$ cat src/pkg/panel_route_regs.vh
// Constants for the panel command placement and bypass routing block.
// Assumes it is included by bare name from the design files only.
`ifndef PANEL_ROUTE_REGS_VH
`define PANEL_ROUTE_REGS_VH
`define CMD_FMT_WIDTH 2
`define CMD_FMT_16 2'h0
`define CMD_FMT_8X2 2'h1
`define CMD_FMT_5_11 2'h2
`define BYP_MODE_WIDTH 4
`define BYP_MODE_RESET 4'hf
`define BYP_SER_P2 4'h4
`define BYP_SER_P1 4'h6
`define BYP_PAR16_P1 4'h2
`define BYP_PAR16_P2 4'h0
`define BYP_PAR511_P1 4'h3
`define BYP_PAR511_P2 4'h1
`define BYP_PAR88_P1 4'hb
`define BYP_PAR88_P2 4'h9
`define BYP_GPIO_P2 4'h8
`define PANEL_DATA_WIDTH 18
`define WORD_WIDTH 16
`define FIFO_DEPTH 4
`define FIFO_PTR_WIDTH 2
`endif

$ cat src/hw/word_fifo.v
// Small synchronous FIFO with valid/ready on both sides.
// Assumes one clock and an asynchronous active-low reset.
module word_fifo #(
  parameter WIDTH = 17,
  parameter DEPTH = 4,
  parameter PTR_WIDTH = 2
) (
  input wire clk_in,
  input wire reset_n_in,
  input wire in_valid_in,
  output wire in_ready_out,
  input wire [WIDTH-1:0] in_data_in,
  output wire out_valid_out,
  input wire out_ready_in,
  output wire [WIDTH-1:0] out_data_out
);
  reg [WIDTH-1:0] mem [0:DEPTH-1];
  reg [PTR_WIDTH-1:0] wr_ptr;
  reg [PTR_WIDTH-1:0] rd_ptr;
  reg [PTR_WIDTH:0] count;
  wire push;
  wire pop;
  assign in_ready_out = (count != DEPTH[PTR_WIDTH:0]);
  assign out_valid_out = (count != {(PTR_WIDTH+1){1'b0}});
  assign out_data_out = mem[rd_ptr];
  assign push = in_valid_in && in_ready_out;
  assign pop = out_valid_out && out_ready_in;
  always @(posedge clk_in) begin
    if (push) begin
      mem[wr_ptr] <= in_data_in;
    end
  end
  always @(posedge clk_in or negedge reset_n_in) begin
    if (!reset_n_in) begin
      wr_ptr <= {PTR_WIDTH{1'b0}};
      rd_ptr <= {PTR_WIDTH{1'b0}};
      count <= {(PTR_WIDTH+1){1'b0}};
    end else begin
      if (push) begin
        wr_ptr <= wr_ptr + {{(PTR_WIDTH-1){1'b0}}, 1'b1};
      end
      if (pop) begin
        rd_ptr <= rd_ptr + {{(PTR_WIDTH-1){1'b0}}, 1'b1};
      end
      if (push && !pop) begin
        count <= count + {{PTR_WIDTH{1'b0}}, 1'b1};
      end else if (pop && !push) begin
        count <= count - {{PTR_WIDTH{1'b0}}, 1'b1};
      end
    end
  end
endmodule

$ cat src/hw/panel_route.v
// Panel command/parameter placement on the shared data pins and host bypass routing to both ports.
// Assumes host pins are asynchronous and pass a three-stage synchroniser; mode and
// format settings come from the register block on the same clock.
`include "panel_route_regs.vh"
module panel_route (
  // Clock and reset
  input wire CORE_CLK_IN,
  input wire RESET_N_IN,
  // Configuration
  input wire [1:0] CMD_FORMAT_IN,
  input wire [3:0] BYPASS_MODE_IN,
  input wire CS_MODE_IN,
  // Command and parameter words from the controller
  input wire WORD_VALID_IN,
  input wire WORD_IS_PARAM_IN,
  input wire [15:0] WORD_DATA_IN,
  output wire WORD_READY_OUT,
  // Normal display controller pin values
  input wire [17:0] CTRL_DATA_IN,
  input wire CTRL_LINE_IN,
  input wire CTRL_FRAME_IN,
  input wire CTRL_DRDY_IN,
  input wire CTRL_SEL1_N_IN,
  input wire CTRL_SEL2_N_IN,
  // Host bypass pins
  input wire HOST_BYPASS_SELECT_N_IN,
  input wire HOST_CHIP_SELECT_N_IN,
  input wire HOST_CMD_FLAG_IN,
  input wire HOST_WRITE_N_IN,
  input wire HOST_READ_N_IN,
  input wire HOST_SERIAL_CLOCK_IN,
  input wire HOST_SERIAL_IN_IN,
  input wire [15:0] HOST_DATA_IN,
  // Panel pins
  output reg [17:0] PANEL_DATA_PINS_OUT,
  output reg LINE_PULSE_PIN_OUT,
  output reg FRAME_PULSE_PIN_OUT,
  output reg DATA_VALID_PIN_OUT,
  output reg PANEL1_SELECT_N_OUT,
  output reg PANEL2_SELECT_N_OUT,
  output reg PANEL_SERIAL_CLOCK_OUT,
  output reg PANEL_SERIAL_CMD_FLAG_OUT,
  output reg PANEL_SERIAL_OUT_OUT,
  output reg [17:0] GPIO_OUT,
  output reg [17:0] GPIO_OE_OUT,
  // Status
  output reg INTERNAL_ACCESS_N_OUT,
  output reg BYPASS_ACTIVE_OUT,
  output reg WORD_STROBE_OUT,
  output reg WORD_IS_PARAM_OUT
);
  localparam SYNC_W = 22;
  localparam ST_IDLE = 2'h0;
  localparam ST_DRIVE = 2'h1;
  localparam ST_HOLD = 2'h2;

  // Word placement shared by all command formats; parameters use it too.
  function [17:0] place_word;
    input [1:0] fmt;
    input [15:0] w;
    begin
      case (fmt)
        `CMD_FMT_16: place_word = {2'h0, w};
        `CMD_FMT_8X2: place_word = {w[15:8], 1'b0, w[7:0], 1'b0};
        `CMD_FMT_5_11: place_word = {w[15:11], 1'b0, w[10:0], 1'b0};
        default: place_word = {2'h0, w};
      endcase
    end
  endfunction

  // Host data placement for parallel bypass widths.
  function [17:0] place_host;
    input [3:0] mode;
    input [15:0] w;
    begin
      case (mode)
        `BYP_PAR511_P1, `BYP_PAR511_P2: place_host = {w[15:11], 1'b0, w[10:0], 1'b0};
        `BYP_PAR88_P1, `BYP_PAR88_P2: place_host = {w[15:8], 1'b0, w[7:0], 1'b0};
        default: place_host = {2'h0, w};
      endcase
    end
  endfunction

  // Three stages; a change counts only once stages two and three agree.
  reg [SYNC_W-1:0] sync1;
  reg [SYNC_W-1:0] sync2;
  reg [SYNC_W-1:0] sync3;
  reg [SYNC_W-1:0] host;
  wire [SYNC_W-1:0] raw = {HOST_DATA_IN, HOST_SERIAL_IN_IN, HOST_SERIAL_CLOCK_IN,
                           HOST_READ_N_IN, HOST_WRITE_N_IN, HOST_CMD_FLAG_IN,
                           HOST_CHIP_SELECT_N_IN};
  integer i;
  always @(posedge CORE_CLK_IN or negedge RESET_N_IN) begin
    if (!RESET_N_IN) begin
      sync1 <= {SYNC_W{1'b1}};
      sync2 <= {SYNC_W{1'b1}};
      sync3 <= {SYNC_W{1'b1}};
      host <= {SYNC_W{1'b1}};
    end else begin
      sync1 <= raw;
      sync2 <= sync1;
      sync3 <= sync2;
      for (i = 0; i < SYNC_W; i = i + 1) begin
        if (sync2[i] == sync3[i]) begin
          host[i] <= sync3[i];
        end
      end
    end
  end
  reg bsel_s1;
  reg bsel_s2;
  reg bsel_s3;
  reg bsel;
  always @(posedge CORE_CLK_IN or negedge RESET_N_IN) begin
    if (!RESET_N_IN) begin
      bsel_s1 <= 1'b1;
      bsel_s2 <= 1'b1;
      bsel_s3 <= 1'b1;
      bsel <= 1'b1;
    end else begin
      bsel_s1 <= HOST_BYPASS_SELECT_N_IN;
      bsel_s2 <= bsel_s1;
      bsel_s3 <= bsel_s2;
      if (bsel_s2 == bsel_s3) begin
        bsel <= bsel_s3;
      end
    end
  end
  wire h_cs_n = host[0];
  wire h_flag = host[1];
  wire h_wr_n = host[2];
  wire h_rd_n = host[3];
  wire h_sck = host[4];
  wire h_si = host[5];
  wire [15:0] h_data = host[21:6];

  // Command word path through the FIFO; the drain holds each word two cycles.
  wire fifo_valid;
  wire [16:0] fifo_data;
  reg [1:0] state;
  reg [1:0] next_state;
  wire fifo_pop = (state == ST_HOLD);
  word_fifo #(
    .WIDTH(17),
    .DEPTH(`FIFO_DEPTH),
    .PTR_WIDTH(`FIFO_PTR_WIDTH)
  ) u_fifo (
    .clk_in(CORE_CLK_IN),
    .reset_n_in(RESET_N_IN),
    .in_valid_in(WORD_VALID_IN),
    .in_ready_out(WORD_READY_OUT),
    .in_data_in({WORD_IS_PARAM_IN, WORD_DATA_IN}),
    .out_valid_out(fifo_valid),
    .out_ready_in(fifo_pop),
    .out_data_out(fifo_data)
  );
  wire is_bypass;
  always @* begin
    case (state)
      ST_IDLE: next_state = (fifo_valid && !is_bypass) ? ST_DRIVE : ST_IDLE;
      ST_DRIVE: next_state = ST_HOLD;
      ST_HOLD: next_state = ST_IDLE;
      default: next_state = ST_IDLE;
    endcase
  end

  // Bypass decode; unlisted codes fall back to the display controller.
  reg is_serial;
  reg is_par;
  reg is_gpio;
  reg to_port1;
  always @* begin
    is_serial = 1'b0;
    is_par = 1'b0;
    is_gpio = 1'b0;
    to_port1 = 1'b0;
    case (BYPASS_MODE_IN)
      `BYP_SER_P2: is_serial = 1'b1;
      `BYP_SER_P1: begin
        is_serial = 1'b1;
        to_port1 = 1'b1;
      end
      `BYP_PAR16_P1, `BYP_PAR511_P1, `BYP_PAR88_P1: begin
        is_par = 1'b1;
        to_port1 = 1'b1;
      end
      `BYP_PAR16_P2, `BYP_PAR511_P2, `BYP_PAR88_P2: is_par = 1'b1;
      `BYP_GPIO_P2: is_gpio = 1'b1;
      default: to_port1 = 1'b0;
    endcase
  end
  assign is_bypass = is_serial | is_par | is_gpio;

  // Panel select: mode 0 passes bypass select, mode 1 gates chip select with it.
  wire bypass_sel_n = CS_MODE_IN ? (bsel | h_cs_n) : bsel;
  wire internal_n = CS_MODE_IN ? (h_cs_n | !bsel) : h_cs_n;

  always @(posedge CORE_CLK_IN or negedge RESET_N_IN) begin
    if (!RESET_N_IN) begin
      state <= ST_IDLE;
      PANEL_DATA_PINS_OUT <= 18'h00000;
      LINE_PULSE_PIN_OUT <= 1'b0;
      FRAME_PULSE_PIN_OUT <= 1'b0;
      DATA_VALID_PIN_OUT <= 1'b0;
      PANEL1_SELECT_N_OUT <= 1'b1;
      PANEL2_SELECT_N_OUT <= 1'b1;
      PANEL_SERIAL_CLOCK_OUT <= 1'b0;
      PANEL_SERIAL_CMD_FLAG_OUT <= 1'b0;
      PANEL_SERIAL_OUT_OUT <= 1'b0;
      GPIO_OUT <= 18'h00000;
      GPIO_OE_OUT <= 18'h00000;
      INTERNAL_ACCESS_N_OUT <= 1'b1;
      BYPASS_ACTIVE_OUT <= 1'b0;
      WORD_STROBE_OUT <= 1'b0;
      WORD_IS_PARAM_OUT <= 1'b0;
    end else begin
      state <= next_state;
      BYPASS_ACTIVE_OUT <= is_bypass;
      INTERNAL_ACCESS_N_OUT <= internal_n;
      WORD_STROBE_OUT <= (next_state == ST_DRIVE);
      GPIO_OUT <= 18'h00000;
      GPIO_OE_OUT <= 18'h00000;
      PANEL_SERIAL_CLOCK_OUT <= 1'b0;
      PANEL_SERIAL_CMD_FLAG_OUT <= 1'b0;
      PANEL_SERIAL_OUT_OUT <= 1'b0;
      if (is_bypass) begin
        PANEL1_SELECT_N_OUT <= to_port1 ? bypass_sel_n : 1'b1;
        PANEL2_SELECT_N_OUT <= to_port1 ? 1'b1 : bypass_sel_n;
      end else begin
        PANEL1_SELECT_N_OUT <= CTRL_SEL1_N_IN;
        PANEL2_SELECT_N_OUT <= CTRL_SEL2_N_IN;
      end
      if (is_serial) begin
        // Serial lines follow the host; parallel pins sit idle.
        PANEL_SERIAL_CLOCK_OUT <= h_sck;
        PANEL_SERIAL_CMD_FLAG_OUT <= h_flag;
        PANEL_SERIAL_OUT_OUT <= h_si;
        PANEL_DATA_PINS_OUT <= 18'h00000;
        LINE_PULSE_PIN_OUT <= 1'b0;
        FRAME_PULSE_PIN_OUT <= 1'b0;
        DATA_VALID_PIN_OUT <= 1'b0;
      end else if (is_par) begin
        LINE_PULSE_PIN_OUT <= h_flag;
        FRAME_PULSE_PIN_OUT <= h_wr_n;
        DATA_VALID_PIN_OUT <= h_rd_n;
        PANEL_DATA_PINS_OUT <= place_host(BYPASS_MODE_IN, h_data);
      end else if (is_gpio) begin
        // No read strobe in this mode, so general pins 17 to 8 only ever drive; pins 7 to 0 are never enabled.
        GPIO_OUT <= {h_data[7:0], h_wr_n, h_flag, 8'h00};
        GPIO_OE_OUT <= 18'h3ff00;
        PANEL_DATA_PINS_OUT <= 18'h00000;
        LINE_PULSE_PIN_OUT <= 1'b0;
        FRAME_PULSE_PIN_OUT <= 1'b0;
        DATA_VALID_PIN_OUT <= 1'b0;
      end else if (next_state == ST_DRIVE || state == ST_DRIVE) begin
        PANEL_DATA_PINS_OUT <= place_word(CMD_FORMAT_IN, fifo_data[15:0]);
        WORD_IS_PARAM_OUT <= fifo_data[16];
        LINE_PULSE_PIN_OUT <= CTRL_LINE_IN;
        FRAME_PULSE_PIN_OUT <= CTRL_FRAME_IN;
        DATA_VALID_PIN_OUT <= CTRL_DRDY_IN;
      end else begin
        PANEL_DATA_PINS_OUT <= CTRL_DATA_IN;
        LINE_PULSE_PIN_OUT <= CTRL_LINE_IN;
        FRAME_PULSE_PIN_OUT <= CTRL_FRAME_IN;
        DATA_VALID_PIN_OUT <= CTRL_DRDY_IN;
      end
    end
  end
endmodule

$ cat config.mk
export PLATFORM = sky130hd
export DESIGN_NAME = panel_route
export DESIGN_NICKNAME = d
export VERILOG_FILES = /design/src/hw/word_fifo.v /design/src/hw/panel_route.v
export VERILOG_INCLUDE_DIRS = /design/src /design/src/pkg
export SDC_FILE = /design/constraint.sdc
export NUM_CORES = 1
export LEC_CHECK = 0
export ABC_AREA = 1
export BUFFER_PORTS_ARGS = -buffer_cell sky130_fd_sc_hd__buf_2
export CORE_MARGIN = 2
export CORE_UTILIZATION = 50
export CTS_CLUSTER_DIAMETER = 80
export CTS_CLUSTER_SIZE = 8
export DETAILED_ROUTE_END_ITERATION = 7
export GPL_ROUTABILITY_DRIVEN = 0
export PLACE_DENSITY = 0.69
export SETUP_SLACK_MARGIN = 0.05
export SYNTH_ARGS = -nofsm -noshare
export SYNTH_HDL_FRONTEND = slang
export SYNTH_SLANG_ARGS = --single-unit
$ cat constraint.sdc
create_clock -name CORE_CLK_IN -period 2.2 [get_ports CORE_CLK_IN]
set_input_delay 0.11 -clock CORE_CLK_IN [delete_from_list [all_inputs] [get_ports CORE_CLK_IN]]
set_output_delay 0.11 -clock CORE_CLK_IN [all_outputs]
set_load 0.05 [all_outputs]
# Yosys cells after proc, flatten, opt, wreduce, memory -nomap -nowiden
# Memory sizes are Yosys's and may differ from the RTL's.
# Index checks and enable logic that the tools add are counted.
# op_classes
n_reduce_logical	20
n_bitwise	7
n_addsub	4
muxes	40
eq_ne	37
# ops
op	count
$mux W18	10
$pmux W18 S2	2
$mux W1	25
$eq A1 B1 Y1	23
$eq A4 B4 Y1 const B	3
$eq A4 B2 Y1 const B	2
$eq A4 B3 Y1 const B	2
$eq A2 B1 Y1 const B	3
$mux W3	2
$reduce_or A2 Y1	3
$reduce_or A6 Y1	1
$logic_and A1 B1 Y1	5
$add A2 B1 Y2 const B	2
$eq A2 B2 Y1 const B	2
$eq A4 B1 Y1 const B	1
$logic_not A1 Y1	4
$logic_not A4 Y1	1
$or A1 B1 Y1	4
$pmux W2 S2	1
$reduce_and A4 Y1	1
$reduce_or A4 Y1	1
$add A3 B1 Y3 const B	1
$ne A3 B3 Y1 const B	1
$not A1 Y1	3
5 further kinds	5
# word_totals
in_bits	73
ram_bits	68
n_memories	1
regBits	167
# mem_list
memory	depth	word_bits	read_ports	rd_ports_with_merged_regs	write_ports	line	text
u_fifo.mem	4	17	1	0	1	word_fifo.v:17	reg [WIDTH-1:0] mem [0:DEPTH-1];

# Longest topological paths before layout
# Gate-level depths: netlist (run 1).
# depth
word_depth	15
depth_mapped	11
ltp_nobuf	10

# Modules after synthesis
# A second synthesis (run 1) with hierarchy kept.
# unflattened
cells_unflattened	715
area_unflattened_um2	8525.7
# modules_own_cells
module	seq_area_each_um2	cells_each	area_per_inst_um2	n_inst
panel_route	3497.1	458	5335.1	1
word_fifo	2217.1	257	3190.6	1

# Worst setup path before layout (run 1)
# No wires, ideal clock.
# synth_path
path_type	flip-flop to flip-flop
startpoint	register u_fifo.count[0]
endpoint	register u_fifo.count[2]
required_time_ns	2.069
setup_slack_ns	-0.088
arrival_ns	2.157
stages_incl_launch_ff	11
synth_period_minus_slack_ns	2.288
path_buffers	0
path_cell_list	dfrtp_1 -> nor2_1 -> nand2_1 -> nand2_1 -> inv_1 -> ha_1 -> inv_1 -> fa_1 -> a21oi_1 -> o21ai_0 -> xor2_1
# synth_between
elab_chain_cells	5
word_cells_on_any_way	13
cone_classes	2 x add/sub; 1 x eq/ne; 2 x mux; 8 x reduce/logical
# synth_lines
element	line	text
from (decl)	word_fifo.v:20	reg [PTR_WIDTH:0] count;
from (signal assigned)	word_fifo.v:37	count <= {(PTR_WIDTH+1){1'b0}};
from (signal assigned)	word_fifo.v:46	count <= count + {{PTR_WIDTH{1'b0}}, 1'b1};
from (signal assigned)	word_fifo.v:48	count <= count - {{PTR_WIDTH{1'b0}}, 1'b1};
$ne A3 B3 Y1 (*)	word_fifo.v:23	assign in_ready_out = (count != DEPTH[PTR_WIDTH:0]);
named net WORD_READY_OUT	panel_route.v:17	output wire WORD_READY_OUT,
$logic_and A1 B1 Y1 (*)	word_fifo.v:26	assign push = in_valid_in && in_ready_out;
named net u_fifo.push	word_fifo.v:21	wire push;
$logic_not A1 Y1	word_fifo.v:47	end else if (pop && !push) begin
$logic_and A1 B1 Y1	word_fifo.v:47	
$reduce_bool A2 Y1 (no source line)	-	
# The timed path passes the listed nets; every way through them passes the cells marked *. The select of a mux whose other input is x is not followed.
# A chain may end at the register's enable or synchronous reset.

# Final worst setup path (run 1)
# layout_path
startpoint	register u_fifo.count[0]
endpoint	register u_fifo.count[2]
# layout_between
elab_chain_cells	5
word_cells_on_any_way	13
cone_classes	2 x add/sub; 1 x eq/ne; 2 x mux; 8 x reduce/logical
# layout_lines
element
branches (longest 5 deep; another with $sub A3 B1 Y3)
# Parallel ways; which one is timed is not known. The select of a mux whose other input is x is not followed.

==> out/summary.md, run 1 <==
The standard-cell row count was 47. The run gives 0 as the antenna violation net count after detailed routing. The tightest min-delay check is of the in -> reg type. For the via count of the first global-routing pass, the log shows 5593. Once the floorplan was initialized, standard cells occupied 50.8% of the core.

The number of warning messages in the yosys log was 0. The number of antenna diodes in the final layout is 0. The relative contribution of combinational cells to total power was 27.2%.

The tools report the total power as 12.5 mW. The transition time at the pin with the least slew margin works out to 0.722 ns. In the routed layout, each cell is associated on average with a via count of 4.91. Including well taps, the total number of placed cells is 1043. Registers are responsible for 40.0% of the overall power. The tools report the core footprint as 0.0164 mm2. Synthesized cell area: 0.00833 mm2. For this design the static power due to leakage is 4.77 nW. Measured against its own limit, the worst slew margin works out to 51.8%.

The run gives 5 as the detailed-router iteration count before antenna repair. The dominant synthesized flop cell was dfstp_2. For the number of levels in the clock H-tree, the log shows 1. The tree is rooted in a clkbuf_16. From synthesis to final layout, the design area changed by 26.6%.

Setup total negative slack on the finished layout was measured at 0 ns. The async set-or-reset flop fraction in the synthesized netlist came out at 67.6%. The worst hold path passes through 3 cells. Counting flops and latches in the post-synthesis netlist gives 210. Buffers placed on the I/O ports in this run total 123.

The clock arrives with 0.0148 ns of skew. Dividing the final minimum period by the clock period gives 89.3%. For this run, the slowest stage of the critical path takes 0.44 ns.

The critical path's top delay family is adder cells. Leaving out fill and tap cells, the most frequent cell in the layout is buf_2. Of all nets on the critical path, the largest fanout is 3.

At the worst endpoint, the required time is 2.58 ns. The final-report hold violation count was 0. Setup violations remaining at the end of the flow were counted as 0. For this run the aggregate overflow at the end of global routing stands at 0. Summing all multi-input logic gate instances after layout gives 0.00213 mm2. Cell internal power was estimated by the tool at 8.32 mW. The number of cells on the worst reg-to-reg path is 9. TritonCTS built the clock tree. The flow ran to the end, and the final reports show no timing, DRC or antenna violations. Counting the buffers created by CTS gives 30. The detailed router placed 5657 vias in this run.

The critical path goes through nor2_4 > nand2_1 > nand3_2 > ha_1 > inv_1 > fa_1 > a21oi_1 > o21ai_0 > xor2_1. The first global-routing pass estimated 28700 um of wire. The average instance in the mapped netlist occupies 11.6 um2.

STA classifies the critical path endpoint as a flip-flop. The number of sinks driven by the clock tree came out at 210. Per report_power, the clock group accounts for 32.8% of the total. The slowest stage of the critical path belongs to the cell dfrtp_2. At the later pin of the worst-skew pair, clock insertion delay measures 0.52 ns. The clock passes through at most 3 buffers. The logs give 0 for the number of setup buffers added after CTS and 68.6% for the register area share after synthesis.

After layout, the minimum clock period comes to 1.96 ns. For the layout net count, the log shows 991. The tools report the arrival time reported for the critical path endpoint as 2.35 ns. Yosys mapped a number of flops with a built-in enable equal to 68. The startpoint type of the worst setup path was a flip-flop. The worst register-to-register path begins at u_fifo.count[0]. Max-cap violations in this run came to 0. For the initial antenna violation count, the log shows 0. Counting every instance in the synthesized netlist gives 717. Entering global routing, the biggest net connects 71 pins.

For the number of non-filler instances in the completed layout, the log shows 1151. In the final routed layout, each cell accounts on average for 15.5 um. The number of buffer and inverter instances along the worst setup path works out to 1. The kind of critical path is reg -> reg. The switching power share of the total came out at 33.6%.

The wire-length estimate of the detail-placed layout is 11500 um. The I/O pin count came out at 140. Setup repair after global routing left no endpoint under its margin. In this run the power spent charging and discharging nets is 4.21 mW.

In this run the critical register-to-register path is captured at u_fifo.count[2]. Hold is met by 0.0105 ns. The library cells used most frequently in the layout, excluding fill and tap cells, are buf_2 (122), nand2_1 (116), nor2_1 (97), dfstp_2 (95), nand3_1 (84). The logs give 0.24 ns for the reg-to-reg setup timing slack and 39 for the number of distinct library cell variants in the gate-level netlist after synthesis. Derived from the worst setup path, the maximum achievable clock frequency is 509 MHz.

Of the cells placed in the final design, the portion with a size suffix greater than 1 is 30.8%. The horizontal die dimension is 133 um, and the overall track demand over capacity in global routing is 20.7%. For hold timing, the worst endpoint is PANEL_DATA_PINS_OUT[17]. The layout has 1269 filler cells. Summed over all layers, the routed wires come to 17800 um. VDD sags by at most 1.00 mV.

The tools report the max-slew violation count as 0. For this design the ratio of total power to cell area is 1190 mW/mm2. The die is 133 um tall. In the routed design, unresolved DRC markers number 0.

The startpoint identified for the worst hold timing path is CTRL_DATA_IN[17]. The first routing iteration left 444 violations. The clock-pin slew of the registers on the worst-case setup and hold paths is 0.05 ns. Summing all flip-flop and latch instances after layout gives 0.00572 mm2. The die area was 0.0177 mm2.
[power groups by stage]
stage / clock [mW] / combinational, mW / sequential [mW]
floorplan: 0 / 1.96 / 5.50
global placement: 0 / 3.24 / 5.03
detailed placement: 0 / 3.30 / 5.05
CTS: 4.20 / 3.41 / 4.99
global route: 4.39 / 3.79 / 5.06
finish: 4.12 / 3.41 / 5.01
[final cells by class]
type	instances	share of cell area, %
multi-input combinational	410	20.2
sequential	210	54.2
timing repair buffer	193	12.4
clock inverter	1	0.0831
tap	220	2.61
inverter	65	2.31
clock buffer	52	8.11
[worst register-to-register path, stage by stage (launching register included)]
cell	delay [ns]
dfrtp_2	0.44
nor2_4	0.14
nand2_1	0.09
nand3_2	0.09
ha_1	0.16
inv_1	0.07
fa_1	0.43
a21oi_1	0.14
o21ai_0	0.11
xor2_1	0.16
[synth_stat cells (all sizes together) (7+ instances only)]
| library cell | count | area (um2) |
|---|---|---|
| a211oi | 10 | 75.1 |
| a21oi | 11 | 55.1 |
| ha | 7 | 87.6 |
| nor2 | 103 | 437 |
| dfrtp | 47 | 1180 |
| o21ai | 13 | 68.8 |
| inv | 63 | 236 |
| buf | 41 | 287 |
| dfstp | 95 | 2500 |
| maj3 | 23 | 230 |
| edfxtp | 68 | 2040 |
| nand3 | 87 | 453 |
| nand2 | 121 | 484 |
[kinds of logic after synthesis]
logic type | after synthesis | synth area share, %
other | 1 | 0.0450
buffers and inverters | 112 | 6.64
multiplexers | 1 | 0.135
AND/OR/NAND/NOR | 315 | 16.8
adder cells (fa/ha/maj) | 31 | 4.06
flip-flops | 210 | 68.6
XOR/XNOR | 5 | 0.526
AO/OA/AOI/OAI | 42 | 3.24
[repair_timing]
action	in CTS	in global routing
setup endpoints to repair	0	2
hold buffers	55	0
hold endpoints to repair	173	0
gates resized for setup	0	4
[sequential cells by signal, indices dropped and copies added, names as in the netlist, 2 cells and up]
signal               flops
state                    2
u_fifo.rd_ptr            2
GPIO_OUT                10
u_fifo.wr_ptr            2
u_fifo.count             3
sync2                   22
host                    22
u_fifo.mem              68
PANEL_DATA_PINS_OUT     18
sync1                   22
sync3                   22
[worst max path at each step]
stage / from / end / cells after the start
floorplan: u_fifo.count[0] / u_fifo.count[1] / 8
global placement: u_fifo.count[0] / u_fifo.count[2] / 9
detailed placement: u_fifo.count[0] / u_fifo.count[2] / 9
CTS: u_fifo.count[0] / u_fifo.count[2] / 9
global route: u_fifo.count[0] / u_fifo.count[2] / 9
finish: u_fifo.count[0] / u_fifo.count[2] / 9
[routing by layer]
metal	global-route usage [%]	vias up	routed length, um
li1	-	2694	-
met1	28.4	2737	7700
met2	34.6	202	8830
met3	3.52	24	1000
met4	5.08	0	325
met5	0	-	0
[stage by stage]
step                      instance area, um2  util [%]  setup slack, ns
after detailed placement                9110      55.6            0.114
after global routing                   10500      64.3           0.0270
after CTS                              10500      64.2            0.103
after floorplan                         8390         -           0.0648
final                                  10500      64.3            0.236
after global placement                  9110      55.6            0.161
Power figures use the tool's default switching activity.
==> run 2: changes to the inputs <==
==> constraint.sdc (replaced) <==
create_clock -name CORE_CLK_IN -period 2.1 [get_ports CORE_CLK_IN]
set_input_delay 0.105 -clock CORE_CLK_IN [delete_from_list [all_inputs] [get_ports CORE_CLK_IN]]
set_output_delay 0.105 -clock CORE_CLK_IN [all_outputs]
set_load 0.05 [all_outputs]
==> out/summary.md, run 2 (same netlist as run 1, synthesis figures left out) <==
For this run the aggregate overflow at the end of global routing stands at 0. The multi-input combinational cells in the finished layout cover a total of 0.00215 mm2. STA puts the critical path data arrival time at 2.34 ns.

STA classifies the critical path startpoint as a flip-flop. For the count of unresolved DRC violations after routing, the log shows 0. The library cell used most frequently in the layout, excluding fill and tap cells, is buf_2. The transition time at the pin with the least slew margin came out at 0.699 ns. The core footprint is 0.0164 mm2, and the via count of the first global-routing pass is 5563. The wire-length estimate of the detail-placed layout is 11600 um. Wires add up to 17900 um.

The total of max-cap violations is 0, and the clock-pin slew of the registers on the worst-case setup and hold paths is 0.05 ns. The maximum clock path buffer count is 3, and the standby leakage power is 4.82 nW. The run gives 0 as the max-slew violation count. Input and output buffers added on the ports amount to 123.

Once the floorplan was initialized, standard cells occupied 50.8% of the core. The flip-flop count of the largest register after layout works out to 68. The worst-case IR drop observed on VDD is 0.873 mV.

The die boundary height came out at 133 um. TritonCTS built the clock tree. The setup clock skew after layout was 0.0349 ns; the final number of setup-violating endpoints was 0. The floorplan has 47 rows. Leaving out filler cells and counting taps, the final layout contains 1160. Of the available clock period, the critical path in the final layout requires 92.6%. The top fanout value on the critical path came out at 3. At the later pin of the worst-skew pair, clock insertion delay measures 0.55 ns. The repair_antennas step left the layout with diodes totalling 0. Area taken by flip-flops and latches: 0.00571 mm2. The first detailed-routing pass took 5 iterations. Total power: 13.3 mW. Worst-path cell with the longest stage delay: dfrtp_1. The logs give 514 MHz for the highest clock rate and 0.0177 mm2 for the die area. The first-pass GRT wire length was 28700 um; the initial DRC count was 386.

At the worst endpoint, the required time is 2.50 ns. The path class of the tightest hold or removal check is in -> reg. Counting tap cells, the placed design contains a total of 1050 instances. On the worst path, the slowest cell contributes a delay of 0.42 ns.

More flip-flops sit in one register than any other, and that register is u_fifo.mem. The maximum number of pins on one net before global-route repair is 57, and the overall track demand over capacity in global routing is 20.7%. The layout filler cell count is 1259, and the I/O pin count is 140. The flow ran to the end, and the final reports show no timing, DRC or antenna violations. For the final routed database, the setup TNS stands at 0 ns. For the initial antenna violation count, the log shows 0.

The antenna violation net count after detailed routing was 0. After detailed routing, the average wire length per cell comes to 15.5 um. The tools report the final-report hold violation count as 0.

Once placement finished, the instance area stood at 0.00918 mm2. The worst setup path is captured at a flip-flop. Cells with a size suffix above 1 make up 31.5% of the layout.

The floorplan step set the die width to 133 um. Counting every sink on the clock net gives 210. The post-route standard cell area excluding fillers came out at 0.0106 mm2. The root buffer cell chosen for the clock tree is clkbuf_16. The kind of cell with the highest combined delay along the critical path is adder cells. The via count was 5639. The critical path is of the reg -> reg type. Compared with the post-synthesis result, the final layout area differs by 27.6%. Setup repair after global routing left no endpoint under its margin. The power per standard cell area came out at 1250 mW/mm2. After detailed routing, the number of vias per cell comes to 4.86. The tightest slew margin relative to the limit is 53.4%. The library cells used most frequently in the layout, excluding fill and tap cells, are buf_2 (122), nand2_1 (116), nor2_1 (97), dfstp_2 (95), nand3_1 (84). For this run, the post-layout net count is 1000.

The number of buffer and inverter instances along the worst setup path was 1. The logs give 1 for the number of levels in the clock H-tree and 30 for the TritonCTS buffer count. The final period demand of the worst path works out to 1.94 ns.

The signal on the critical path passes through nor2_4 > nand2_1 > nand3_2 > ha_1 > inv_1 > fa_2 > a21oi_2 > o21ai_1 > xor2_1.
-- run 2: what timing repair did --
item	in CTS	in global routing
resized for setup	1	4
pin swaps	0	1
hold buffers	56	0
endpoints found under the hold margin	202	0
cloned	0	0
buffers inserted	0	1
setup endpoints to repair	1	1
-- run 2: layout make-up --
type,count,share of cell area [%]
flip-flops and latches,210,53.8
multi-input cells,410,20.2
repair buffers,202,13.0
clock buffers,51,7.81
well taps,220,2.59
inverters,65,2.30
clock inverters,2,0.365
-- run 2: layer usage --
| metal | vias up | share of wire [%] | GRT usage, % |
|---|---|---|---|
| met4 | 0 | 1.7 | 5.50 |
| met5 | - | 0 | 0 |
| met3 | 27 | 5.8 | 3.33 |
| met1 | 2704 | 45 | 29.1 |
| met2 | 191 | 48 | 33.9 |
| li1 | 2717 | - | - |
-- run 2: report_power, final --
group	internal (mW)	switching [mW]	total, mW	leakage [nW]
logic	1.13	2.58	3.71	2.19
registers	4.97	0.270	5.24	2.22
clock network	2.66	1.67	4.33	0.410
total	8.76	4.52	13.3	4.82
-- run 2: path summary, 6_finish.rpt --
| kind | from | endpoint | slack (ns) | cells after the start |
|---|---|---|---|---|
| hold reg to reg | sync1[3] | sync2[3] | 0.35 | 0 |
| min in group asynchronous | RESET_N_IN | PANEL_SERIAL_OUT_OUT | 0.07 | 2 |
| setup reg to reg | u_fifo.count[1] | u_fifo.count[2] | 0.16 | 9 |
| max in group asynchronous | RESET_N_IN | sync1[12] | 1.29 | 3 |
| setup / recovery | u_fifo.count[1] | u_fifo.count[2] | 0.16 | 9 |
| hold / removal | BYPASS_MODE_IN[0] | PANEL_DATA_PINS_OUT[16] | 0.01 | 3 |
-- run 2: worst min-delay path: cells and delay by family --
family                 cells  cell delay, ns
buffers and inverters      1            0.19
AND/OR/NAND/NOR            1            0.12
AO/OA/AOI/OAI              1            0.07
-- run 2: per-stage QoR --
stage,hold slack [ns],utilization [%],setup WS [ns]
final,0.0113,64.8,0.155
after global routing,0.0300,64.8,0.0561
after CTS,0.00252,64.7,0.0672
after detailed placement,0.0817,55.9,0.0748
after global placement,0.0784,55.9,0.164
after floorplan,-0.191,-,0.0706
==> run 3: changes to the inputs <==
--- a/config.mk
+++ b/config.mk
@@ -14,7 +14,7 @@
 export CTS_CLUSTER_SIZE = 8
 export DETAILED_ROUTE_END_ITERATION = 7
 export GPL_ROUTABILITY_DRIVEN = 0
-export PLACE_DENSITY = 0.69
+export PLACE_DENSITY = 0.73
 export SETUP_SLACK_MARGIN = 0.05
 export SYNTH_ARGS = -nofsm -noshare
 export SYNTH_HDL_FRONTEND = slang
==> out/summary.md, run 3 (same netlist as run 1, synthesis figures left out) <==
The max-slew violation count was 0. The run gives 0 as the final-report hold violation count. The number of buffer and inverter instances along the worst setup path works out to 2. The library cell used most frequently in the layout, excluding fill and tap cells, is buf_2.

The top fanout value on the critical path works out to 3. The worst slack on hold paths is 0.0377 ns. The routed design could run at a clock period as short as 1.96 ns.

Data on the critical path is required at its endpoint by 2.52 ns. Data on the critical path arrives at its endpoint at 2.38 ns. Entering global routing, the biggest net connects 142 pins. The die is 133 um wide. Summed over all layers, the routed wires come to 17900 um. For this design the static power due to leakage is 4.80 nW.

The run gives 210 as the number of sinks driven by the clock tree. TritonCTS built the clock tree. Critical path's top delay family: adder cells. Leaving out fill and tap cells, the most frequent cells in the layout are buf_2 (122), nand2_1 (116), nor2_1 (97), dfstp_2 (95), nand3_1 (85).

The HPWL reported at the end of detailed placement is 11400 um. In this design, the stage delay of the slowest critical-path cell is 0.45 ns. The die boundary height was 133 um; the standard-cell row count was 47.

The worst-case IR drop observed on VDD is 1.07 mV. Setup violations remaining at the end of the flow were counted as 0. The via count of the first global-routing pass is 5628. Dividing the final minimum period by the clock period gives 93.3%.

The routed wirelength normalized by instance count works out to 15.5 um. The I/O pin count was 140; the setup clock skew after layout was 0.0202 ns. Counting along the longest clock path gives a buffer depth of 3.

The net count of the finished layout is 997. The core footprint is 0.0164 mm2, and the antenna violation net count after detailed routing is 0. In this run the power density over the cells is 1250 mW/mm2.

In this run, CTS created clock tree buffers numbering 30. Area growth from synthesis to final layout: 27.1%. The die covers 0.0177 mm2. The setup path with the least slack is of type reg -> reg.

The tools report the detailed-router iteration count before antenna repair as 6. The kind of capture point of the worst setup path was a flip-flop. The remaining global-route overflow was 0; the starting density of the core was 50.8%. The count of input and output buffers was 123; the clock-pin slew of the registers on the worst-case setup and hold paths was 0.05 ns. The run finished with clean final reports. For the number of inserted diodes, the log shows 0. After detailed routing, the number of remaining DRC violations is 0.

Fraction of final layout cells sized beyond drive strength 1: 31.2%. Measured against its own limit, the worst slew margin works out to 53.5%. The clock reaches the later pin of the worst-skew pair after 0.55 ns.

The most prevalent standard cell on the critical path is inv_1. The worst-path cell with the longest stage delay is fa_2. Dividing the detail-routed via count by the number of cells gives 4.93. Setup repair after global routing left no endpoint under its margin. The startpoint type of the worst setup path is a flip-flop. The register with the most flip-flops in the layout has 68 of them. Overall track demand over capacity in global routing: 20.3%.

The root buffer cell is clkbuf_16. The first-pass GRT wire length was 28300 um; the initial antenna violation count was 0. The detailed router placed 5689 vias in this run. The number of levels in the clock H-tree is 1, and the layout filler cell count is 1221.

For the pin with the worst max-slew slack, the measured transition is 0.697 ns. For this block, the initial DRC count from the detailed router was 401. Based on the critical path, the design can be clocked at up to 510 MHz. Across the run, the number of max-cap violations was 0. The register with the most flip-flops in the final layout is u_fifo.mem.

Summed over all failing endpoints, the final setup total negative slack is 0 ns. The classification of the worst-slack hold path was in -> reg. The critical path goes through nor2_4 > nand2_4 > nand2_1 > inv_1 > ha_1 > inv_1 > fa_2 > mux2_2.
## run 3: changes by cell type in the layout (fill, tap and decap cells not counted), sizes merged
cell,delta
buf,-4
clkbuf,-2
dlygate4sd3,+1
## run 3: path summary, 6_finish.rpt
path / start / endpoint / slack, ns / cells after the start
max reg2reg: u_fifo.count[1] / u_fifo.count[1] / 0.14 / 8
min in group asynchronous: RESET_N_IN / host[9] / 0.07 / 2
min: CTRL_DATA_IN[12] / PANEL_DATA_PINS_OUT[12] / 0.04 / 7
min reg2reg: sync1[1] / sync2[1] / 0.35 / 0
max in group asynchronous: RESET_N_IN / u_fifo.count[0] / 1.32 / 3
max: u_fifo.count[1] / u_fifo.count[1] / 0.14 / 8
## run 3: worst reg2reg max path: cells and delay by family (launching register included)
family                     cells  cell delay (ns)
adders and majority gates      2             0.63
buffers and inverters          2             0.23
DFF                            1             0.41
muxes                          1             0.27
and+or+nand+nor                3             0.32
## run 3: cell type report
class                           instances  area [um2]  share of cell area, %
Multi-Input combinational cell        410        2140                   20.2
Clock buffer                           49         822                   7.77
Timing Repair Buffer                  199        1350                   12.7
Tap cell                              220         275                   2.60
Clock inverter                          2        38.8                  0.366
Sequential cell                       210        5720                   54.0
Inverter                               65         244                   2.31
## run 3: per-stage QoR
| step | instance area, um2 | total power [mW] | std cells | utilization (%) | setup WS (ns) |
|---|---|---|---|---|---|
| 4_1_cts | 10500 | 13.2 | 1152 | 64.3 | 0.0653 |
| 3_5_place_dp | 9120 | 8.77 | 1044 | 55.6 | 0.0692 |
| 6_report | 10600 | 13.2 | 1155 | 64.5 | 0.140 |
| 3_3_place_gp | 9120 | 8.68 | 1044 | 55.6 | 0.119 |
| 5_1_grt | 10600 | 13.9 | 1155 | 64.5 | 0.0555 |
| 2_1_floorplan | 8400 | 7.83 | 732 | - | 0.0706 |
## run 3: where the power goes
group | switching, mW | internal (mW)
logic | 2.59 | 1.10
registers | 0.257 | 4.97
clock network | 1.66 | 2.64
total | 4.51 | 8.72
## run 3: timing repair
item                                    4_1_cts  5_1_grt
gates resized for setup                       0        5
hold buffers                                 57        0
setup buffers                                 0        3
endpoints found under the setup margin        0        2
hold endpoints to repair                    153        0
## run 3: metal layers
metal	up-vias	routed length (um)	track usage, %
met1	2731	7290	26.2
met4	0	667	8.12
met3	50	991	3.10
li1	2700	-	-
met5	-	0	0
met2	208	8910	34.7
